`src/ccta_pkg.sv`:
```
package ccta_pkg;

	// counter width and channel count
	localparam int          CNT_W      = 16;
	localparam int          N_CH       = 2;

	// register indices; byte address is four times the index
	localparam logic [7:0]  IDX_TSC    = 8'h40;
	localparam logic [7:0]  IDX_CNTH   = 8'h41;
	localparam logic [7:0]  IDX_CNTL   = 8'h42;
	localparam logic [7:0]  IDX_MODH   = 8'h43;
	localparam logic [7:0]  IDX_MODL   = 8'h44;
	localparam logic [7:0]  IDX_SC0    = 8'h45;
	localparam logic [7:0]  IDX_V0H    = 8'h46;
	localparam logic [7:0]  IDX_V0L    = 8'h47;
	localparam logic [7:0]  IDX_SC1    = 8'h48;
	localparam logic [7:0]  IDX_V1H    = 8'h49;
	localparam logic [7:0]  IDX_V1L    = 8'h4A;
	localparam logic [7:0]  IDX_EVT    = 8'h4B;
	localparam logic [7:0]  IDX_MSK    = 8'h4C;

	// timer and channel status/control fields
	localparam int          TSC_OVF    = 7;
	localparam int          TSC_OVIE   = 6;
	localparam int          TSC_HALT   = 5;
	localparam int          TSC_CRST   = 4;
	localparam int          CHSC_FLAG  = 7;
	localparam int          CHSC_LINK  = 5;
	localparam logic [2:0]  PS_EXT     = 3'h7;

	// reset values
	localparam logic [7:0]  TSC_RST    = 8'h20;
	localparam logic [15:0] MOD_RST    = 16'hFFFF;
	localparam logic [7:0]  CHSC_RST   = 8'h00;

	// edge and compare action encodings
	localparam logic [1:0]  ELS_OFF    = 2'h0;
	localparam logic [1:0]  OC_TOGGLE  = 2'h1;
	localparam logic [1:0]  OC_CLEAR   = 2'h2;
	localparam logic [1:0]  OC_SET     = 2'h3;

	// event status bits
	localparam int          EVT_W      = 3;
	localparam int          EVT_OVF    = 2;

	typedef struct packed {
		logic       flag;
		logic       irq_en;
		logic       link;
		logic       mode_lo;
		logic [1:0] els;
		logic       tog_wrap;
		logic       full_duty;
	} ccta_chsc_t;

	typedef struct packed {
		logic        cyc;
		logic        stb;
		logic        we;
		logic [3:0]  sel;
		logic [31:0] dat;
	} ccta_wbreq_t;

endpackage

```
`src/ccta_timer.sv`:
```
// Operation
// - 16-bit up-counter runs free or wraps at the modulo value.
// - reading the counter never disturbs counting.
// - two channels, each capture or compare, set independently.
// - count clock from seven bus-clock taps or the external clock pin.
// - capture on rising, falling or both edges per edge select bits.
// - captured count held as high and low byte registers.
// - active edge copies counter into channel value and sets flag.
// - every qualifying edge captures whether flag is set or clear.
// - captured value appears two cycles after the synchronised edge.
// - a later capture overwrites the earlier value.
// - set flag with its enable raises the interrupt request.
// - compare match can set, clear or toggle the pin.
// - each channel may toggle its pin on counter overflow.
// - halt bit stops counting; reset control clears counter, reads zero.
// - compare acts when counter equals channel value, sets flag.
// - linked mode: last written channel controls pin 0 after overflow.
//
// Added by the designer: the Wishbone register port.
`timescale 1ns/1ps
module ccta_timer
	import ccta_pkg::*;
#(
	parameter int ADR_W = 10
)(
	input  wire logic              clk_sys,
	input  wire logic              rst,
	input  wire logic [ADR_W-1:0]  wb_adr,
	input  wire ccta_wbreq_t       wb_req,
	output      logic [31:0]       wb_dat_o,
	output      logic              wb_ack_o,
	input  wire logic              external_count_clock_pin,
	input  wire logic              chan0_pin_in,
	output      logic              chan0_pin_out,
	output      logic              chan0_pin_oe,
	input  wire logic              chan1_pin_in,
	output      logic              chan1_pin_out,
	output      logic              chan1_pin_oe,
	output      logic              irq
);

	if (ADR_W < 10)
		$error("ADR_W must be at least 10");
	function automatic logic tap_hit(input logic [5:0] p, input logic [2:0] ps);
		logic [5:0] m;
		m = 6'((7'h01 << ps) - 7'h01);
		return (p & m) == m;
	endfunction
	function automatic logic edge_hit(input logic [1:0] els, input logic now, input logic was);
		return (els[0] & now & ~was) | (els[1] & ~now & was);
	endfunction
	logic [7:0]        tsc;
	logic [15:0]       cnt;
	logic [15:0]       modv;
	logic [5:0]        pre;
	ccta_chsc_t        sc   [N_CH];
	logic [15:0]       chv  [N_CH];
	logic              buf_sel;
	logic              last_wr;
	logic [EVT_W-1:0]  evt;
	logic [EVT_W-1:0]  msk;
	logic              ext_s1, ext_s2, ext_s3;
	logic [N_CH-1:0]   pin_s1, pin_s2, pin_s3;
	logic [N_CH-1:0]   pin_q;
	logic [7:0]        idx;
	logic              wr;
	logic              rd_req;
	logic [7:0]        wd;
	logic              tick;
	logic              wrap;
	logic              crst;
	logic [15:0]       next_cnt;
	logic [N_CH-1:0]   cap_hit;
	logic [N_CH-1:0]   cmp_hit;
	logic [N_CH-1:0]   oc_mode;
	logic [N_CH-1:0]   next_pin;
	logic [7:0]        rd_byte;
	logic              link;
	// bus decode
	always_comb
	begin
		idx    = ((wb_adr >> 10) == '0) ? wb_adr[9:2] : 8'h00;
		rd_req = wb_req.cyc & wb_req.stb & ~wb_ack_o;
		wr     = wb_req.cyc & wb_req.stb & wb_req.we & wb_ack_o & wb_req.sel[0];
		wd     = wb_req.dat[7:0];
		link   = sc[0].link;
	end
	always_ff @(posedge clk_sys or posedge rst)
	begin
		if (rst)
		begin
			ext_s1 <= 1'b0;
			ext_s2 <= 1'b0;
			ext_s3 <= 1'b0;
			pin_s1 <= '0;
			pin_s2 <= '0;
			pin_s3 <= '0;
		end
		else
		begin
			ext_s1 <= external_count_clock_pin;
			ext_s2 <= ext_s1;
			ext_s3 <= ext_s2;
			pin_s1 <= {chan1_pin_in, chan0_pin_in};
			pin_s2 <= pin_s1;
			pin_s3 <= pin_s2;
		end
	end
	// count enable and wrap
	always_comb
	begin
		if (tsc[TSC_HALT])
			tick = 1'b0;
		else if (tsc[2:0] == PS_EXT)
			tick = ext_s2 & ~ext_s3;
		else
			tick = tap_hit(pre, tsc[2:0]);
		wrap     = tick && (cnt == modv);
		next_cnt = wrap ? 16'h0000 : 16'(cnt + 16'h0001);
		crst     = wr && (idx == IDX_TSC) && wd[TSC_CRST];
	end
	always_comb
	begin
		for (int i = 0; i < N_CH; i++)
		begin
			logic [15:0] cv;
			logic        used;
			cv         = (i == 0 && link && buf_sel) ? chv[1] : chv[i];
			used       = !(i == 1 && link);
			oc_mode[i] = used && (sc[i].mode_lo || (i == 0 && link)) && sc[i].els != ELS_OFF;
			cap_hit[i] = used && !sc[i].mode_lo && !(i == 0 && link)
				&& edge_hit(sc[i].els, pin_s2[i], pin_s3[i]);
			cmp_hit[i] = oc_mode[i] && tick && (next_cnt == cv);
			next_pin[i] = pin_q[i];
			if (cmp_hit[i])
			begin
				case (sc[i].els)
					OC_TOGGLE: next_pin[i] = ~pin_q[i];
					OC_CLEAR:  next_pin[i] = 1'b0;
					OC_SET:    next_pin[i] = 1'b1;
					default:   next_pin[i] = pin_q[i];
				endcase
			end
			if (wrap && sc[i].tog_wrap)
				next_pin[i] = ~next_pin[i];
			if (sc[i].full_duty && sc[i].tog_wrap)
				next_pin[i] = 1'b1;
		end
	end
	// prescaler and counter
	always_ff @(posedge clk_sys or posedge rst)
	begin
		if (rst)
		begin
			pre <= '0;
			cnt <= '0;
		end
		else if (crst)
		begin
			pre <= '0;
			cnt <= '0;
		end
		else
		begin
			pre <= pre + 6'h01;
			if (tick)
				cnt <= next_cnt;
		end
	end
	// timer status/control and modulo
	always_ff @(posedge clk_sys or posedge rst)
	begin
		if (rst)
		begin
			tsc  <= TSC_RST;
			modv <= MOD_RST;
		end
		else
		begin
			if (wr && idx == IDX_TSC)
			begin
				tsc[6:5] <= wd[6:5];
				tsc[2:0] <= wd[2:0];
			end
			if (wrap)
				tsc[TSC_OVF] <= 1'b1;
			else if (wr && idx == IDX_TSC && !wd[TSC_OVF])
				tsc[TSC_OVF] <= 1'b0;
			if (wr && idx == IDX_MODH)
				modv[15:8] <= wd;
			if (wr && idx == IDX_MODL)
				modv[7:0] <= wd;
		end
	end
	// channel status/control and values
	always_ff @(posedge clk_sys or posedge rst)
	begin
		if (rst)
		begin
			for (int i = 0; i < N_CH; i++)
			begin
				sc[i]  <= CHSC_RST;
				chv[i] <= '0;
			end
		end
		else
		begin
			for (int i = 0; i < N_CH; i++)
			begin
				if (wr && idx == (i == 0 ? IDX_SC0 : IDX_SC1))
				begin
					sc[i][6:0] <= wd[6:0];
					if (i == 1)
						sc[i].link <= 1'b0;
				end
				if (cap_hit[i] || cmp_hit[i])
					sc[i].flag <= 1'b1;
				else if (wr && idx == (i == 0 ? IDX_SC0 : IDX_SC1) && !wd[CHSC_FLAG])
					sc[i].flag <= 1'b0;
				if (wr && idx == (i == 0 ? IDX_V0H : IDX_V1H))
					chv[i][15:8] <= wd;
				if (wr && idx == (i == 0 ? IDX_V0L : IDX_V1L))
					chv[i][7:0] <= wd;
				if (cap_hit[i])
					chv[i] <= cnt;
			end
		end
	end
	always_ff @(posedge clk_sys or posedge rst)
	begin
		if (rst)
		begin
			buf_sel <= 1'b0;
			last_wr <= 1'b0;
		end
		else
		begin
			if (wr && (idx == IDX_V0H || idx == IDX_V0L))
				last_wr <= 1'b0;
			else if (wr && (idx == IDX_V1H || idx == IDX_V1L))
				last_wr <= 1'b1;
			if (!link)
				buf_sel <= 1'b0;
			else if (wrap)
				buf_sel <= last_wr;
		end
	end
	// event status, mask, interrupt
	always_ff @(posedge clk_sys or posedge rst)
	begin
		if (rst)
		begin
			evt <= '0;
			msk <= '0;
			irq <= 1'b0;
		end
		else
		begin
			evt <= (evt & ~((wr && idx == IDX_EVT) ? wd[EVT_W-1:0] : '0))
				| {wrap, cap_hit[1] | cmp_hit[1], cap_hit[0] | cmp_hit[0]};
			if (wr && idx == IDX_MSK)
				msk <= wd[EVT_W-1:0];
			irq <= |(evt & msk) | (tsc[TSC_OVF] & tsc[TSC_OVIE])
				| (sc[0].flag & sc[0].irq_en) | (sc[1].flag & sc[1].irq_en);
		end
	end
	// channel pins
	always_ff @(posedge clk_sys or posedge rst)
	begin
		if (rst)
		begin
			pin_q         <= '0;
			chan0_pin_out <= 1'b0;
			chan0_pin_oe  <= 1'b0;
			chan1_pin_out <= 1'b0;
			chan1_pin_oe  <= 1'b0;
		end
		else
		begin
			pin_q         <= next_pin;
			chan0_pin_out <= next_pin[0];
			chan0_pin_oe  <= oc_mode[0];
			chan1_pin_out <= next_pin[1];
			chan1_pin_oe  <= oc_mode[1];
		end
	end
	// register read
	always_comb
	begin
		case (idx)
			IDX_TSC:  rd_byte = {tsc[7:5], 2'b00, tsc[2:0]};
			IDX_CNTH: rd_byte = cnt[15:8];
			IDX_CNTL: rd_byte = cnt[7:0];
			IDX_MODH: rd_byte = modv[15:8];
			IDX_MODL: rd_byte = modv[7:0];
			IDX_SC0:  rd_byte = sc[0];
			IDX_V0H:  rd_byte = chv[0][15:8];
			IDX_V0L:  rd_byte = chv[0][7:0];
			IDX_SC1:  rd_byte = sc[1];
			IDX_V1H:  rd_byte = chv[1][15:8];
			IDX_V1L:  rd_byte = chv[1][7:0];
			IDX_EVT:  rd_byte = {5'h00, evt};
			IDX_MSK:  rd_byte = {5'h00, msk};
			default:  rd_byte = 8'h00;
		endcase
	end
	always_ff @(posedge clk_sys or posedge rst)
	begin
		if (rst)
		begin
			wb_ack_o <= 1'b0;
			wb_dat_o <= '0;
		end
		else
		begin
			wb_ack_o <= rd_req;
			if (rd_req)
				wb_dat_o <= {24'h000000, rd_byte};
		end
	end
endmodule

```
`config.mk`:
```
export PLATFORM = sky130hd
export DESIGN_NAME = ccta_timer
export DESIGN_NICKNAME = d
export VERILOG_FILES = /design/src/ccta_pkg.sv /design/src/ccta_timer.sv
export SDC_FILE = /design/constraint.sdc
export NUM_CORES = 1
export LEC_CHECK = 0
export BUFFER_PORTS_ARGS = -buffer_cell sky130_fd_sc_hd__buf_2
export CORE_MARGIN = 1.5
export CORE_UTILIZATION = 40
export DETAILED_ROUTE_END_ITERATION = 7
export HOLD_SLACK_MARGIN = 0.08
export MAX_ROUTING_LAYER = met4
export PLACE_DENSITY = 0.63
export SKIP_CTS_REPAIR_TIMING = 1
export SLEW_MARGIN = 20
export SYNTH_ARGS = -nofsm -noshare
export SYNTH_HDL_FRONTEND = slang
export SYNTH_SLANG_ARGS = --single-unit
```
`constraint.sdc`:
```
create_clock -name clk_sys -period 6.7 [get_ports clk_sys]
set_input_delay 0.335 -clock clk_sys [delete_from_list [all_inputs] [get_ports clk_sys]]
set_output_delay 0.335 -clock clk_sys [all_outputs]
set_load 0.02 [all_outputs]
```
==> flow_summary.json <==
{
  "status": "completed",
  "cellLeakagePower_nw": 3.48,
  "clkPwrFrac_pct": 44.1,
  "ys.flop_type": "dfrtp_1",
  "seq_power_share_pct": 39.6,
  "start_util_pct": 40.7,
  "overflow": 0,
  "multi_input_area_um2": 4170,
  "synth_edf_count": 0,
  "switching_share_pct": 30.7,
  "clock_skew_ps": 5.70,
  "drt-initial-drc-count": 584,
  "rsz0062_at_grt": "no",
  "drc": 0,
  "nets": 856,
  "crit_arrival_ps": 4460,
  "final_cells": 1046,
  "synth_commonest_cells": "dfrtp_1 (105), nand2_1 (90), mux2i_1 (52), nor2_1 (52), o21ai_0 (49)",
  "crit_required_ps": 7040,
  "path_cells": "or3_1 > ha_1 > o211a_1 > a2111oi_4 > nor2_1 > a21oi_1 > and4_1 > o2111ai_1 > a2111oi_2 > mux2i_1 > a21oi_1 > a41oi_1",
  "p_sw_mw": 0.632,
  "combPwrFrac_pct": 16.3,
  "ff_latch_area_um2": 3070,
  "core_um2": 18700,
  "path_delay_family": "compound AO/OA/AOI/OAI gates",
  "setup_tns_ps": 0,
  "drive_above_1_share_pct": 20.8,
  "syn_inst": 785,
  "place_congestion": 0.997,
  "avgRoutedWirePerCell_um": 22.2,
  "via_count": 6297,
  "yosys-top-cells-area": "dfrtp_1 (34%), mux2i_1 (6.8%), mux2_2 (6.1%)",
  "yosysMostFrequentCell": "dfrtp_1",
  "die_w_um": 141,
  "async_reset_ff_share_pct": 100,
  "ys_warn_count": 0,
  "cts_num_sinks": 122,
  "grt_pass1_vias": 5848,
  "crit_path_end_kind": "register",
  "grtUsageMet3_pct": 4.59,
  "route.antenna.remaining_nets": 0,
  "synth_top_area_share_pct": 34.5,
  "routed_wl_um": 23200,
  "ir_drop_v": 0.000163,
  "antenna_found_initial": 0,
  "area_growth_pct": 11.1,
  "use_met2_pct": 36.5,
  "max_freq_ghz": 0.243,
  "min_period_over_period_pct": 61.5,
  "cp-start-kind": "register",
  "first_pass_iters": 5,
  "syn_avg_cell_area_um2": 9.70,
  "diodes": 0,
  "worst_pin_slew_ps": 1150,
  "ys_seq_area_share_pct": 40.4,
  "grt_use_total_pct": 25.2,
  "fin_crit_ps": 4120,
  "cts-root-buf": "clkbuf_16",
  "cp_num_buf_inv": 0,
  "clock_latency_ps": 430,
  "gr-usage-met1_pct": 35.4,
  "routed_via_density": 6.02,
  "rows": 50,
  "ys_ff_latch": 122,
  "clock_path_buffers": 2,
  "hpwl_um": 16200,
  "p_per_area_nw_per_um2": 243,
  "internal_power_mw": 1.42,
  "netlist_area_um2": 7620,
  "timing.slew.headroom_pct": 22.8,
  "synth.distinct_cells": 73,
  "nFillCells": 1798,
  "max-cap-violations": 0,
  "yosys.area.top_type": "dfrtp_1",
  "cp_slowest_cell": "a2111oi_2",
  "critPathMaxFanout": 10,
  "num_io_pins": 92,
  "drv_slew": 0,
  "setup.worst_path.class": "register to register",
  "critPathMostFrequentCell": "a21oi_1",
  "place_area_um2": 7840,
  "slowest_delay_ps": 750,
  "dieArea_um2": 19900,
  "cts_inserted_buffers": 17,
  "hold_path.class": "input pin to register",
  "grt_pass1_wl_um": 36000,
  "cts-htree-levels": 4,
  "final_area_um2": 8460,
  "io_buffer_count": 38,
  "setup_viol": 0,
  "cts_tree": "done",
  "hold_violations": 0,
  "dieHeight_um": 141,
  "grt.busiest_layer": "met2",
  "grt_max_degree": 51,
  "clk_pin_slew_ps": 60,
  "dp_cells": 1010
}
==> logic make-up after synthesis <==
kind of cell / count (synthesis) / share of synthesized area (%)
fa+ha+maj: 3 / 0.493
mux: 106 / 16.7
simple gates: 251 / 16.7
other cells: 1 / 0.0492
buf+inv: 93 / 6.09
compound gates: 169 / 15.0
flops: 122 / 40.4
xor+xnor: 40 / 4.60
==> sequential cells by signal, indices dropped and copies added, names as in the netlist, 2 cells and up <==
signal / cells
cnt: 16
pin_s1: 2
evt: 3
modv: 16
pin_s2: 2
wb_dat_o: 8
pin_s3: 2
sc: 14
msk: 3
pre: 6
chv: 32
tsc: 6
==> layout make-up <==
class	count	share of cell area, %
Clock buffer	17	5.03
Clock inverter	15	1.78
Tap cell	234	3.46
Sequential cell	122	36.3
Multi-Input combinational cell	593	49.3
Inverter	17	0.784
Timing Repair Buffer	48	3.25
==> metal layers <==
metal | up-vias | routed length (um)
met3 | 36 | 1740
li1 | 2825 | -
met5 | - | 0
met2 | 295 | 10500
met1 | 3141 | 10400
met4 | 0 | 626
==> tightest hold or removal path, cell delays in order <==
cell     delay [ps]
buf_2           170
nand2_1          70
o21ai_0          60
==> placed cells by master (no fill, tap or decap), types with 8 or more instances in the layout <==
cell type / instances
nand3_1: 17
o21ai_0: 49
nor2b_1: 12
a22o_1: 9
nor2_1: 50
buf_2: 38
nand2_1: 90
xnor2_1: 36
a21oi_1: 36
nand4_1: 8
mux2i_1: 52
nor3_1: 15
conb_1: 24
mux2_2: 41
inv_1: 16
dfstp_2: 17
clkbuf_16: 17
dfrtp_1: 105
mux4_2: 13
==> worst paths after layout <==
path	startpoint	end	slack (ps)	cells after the start
max	tsc[0]$_DFFE_PP0P_	chan1_pin_out$_DFF_PP0_	2580	12
min	wb_req[3]	sc[11]$_DFFE_PP0P_	260	3
max reg2reg	tsc[0]$_DFFE_PP0P_	chan1_pin_out$_DFF_PP0_	2580	12
min reg2reg	pin_s1[0]$_DFF_PP0_	pin_s2[0]$_DFF_PP0_	350	0
max in group asynchronous	rst	ext_s2$_DFF_PP0_	5190	4
min in group asynchronous	rst	sc[10]$_DFFE_PP0P_	490	3
==> power by group through the flow <==
stage / Sequential (mW) / Clock (mW) / Combinational, mW
floorplan: 0.797 / 0 / 0.255
global placement: 0.825 / 0 / 0.328
detailed placement: 0.825 / 0 / 0.331
CTS: 0.813 / 0.924 / 0.332
global route: 0.817 / 0.954 / 0.366
finish: 0.815 / 0.906 / 0.335
==> through the flow <==
step / setup WS, ps / hold WS [ps] / power [mW] / utilization [%]
after floorplan: 3150 / 331 / 1.05 / -
after global placement: 2730 / 332 / 1.15 / 41.9
after detailed placement: 2600 / 335 / 1.16 / 41.9
after CTS: 2620 / -43.8 / 2.07 / 45.0
after global routing: 2290 / 286 / 2.14 / 45.2
final: 2580 / 261 / 2.06 / 45.2
(Power assumes the default switching activity.)
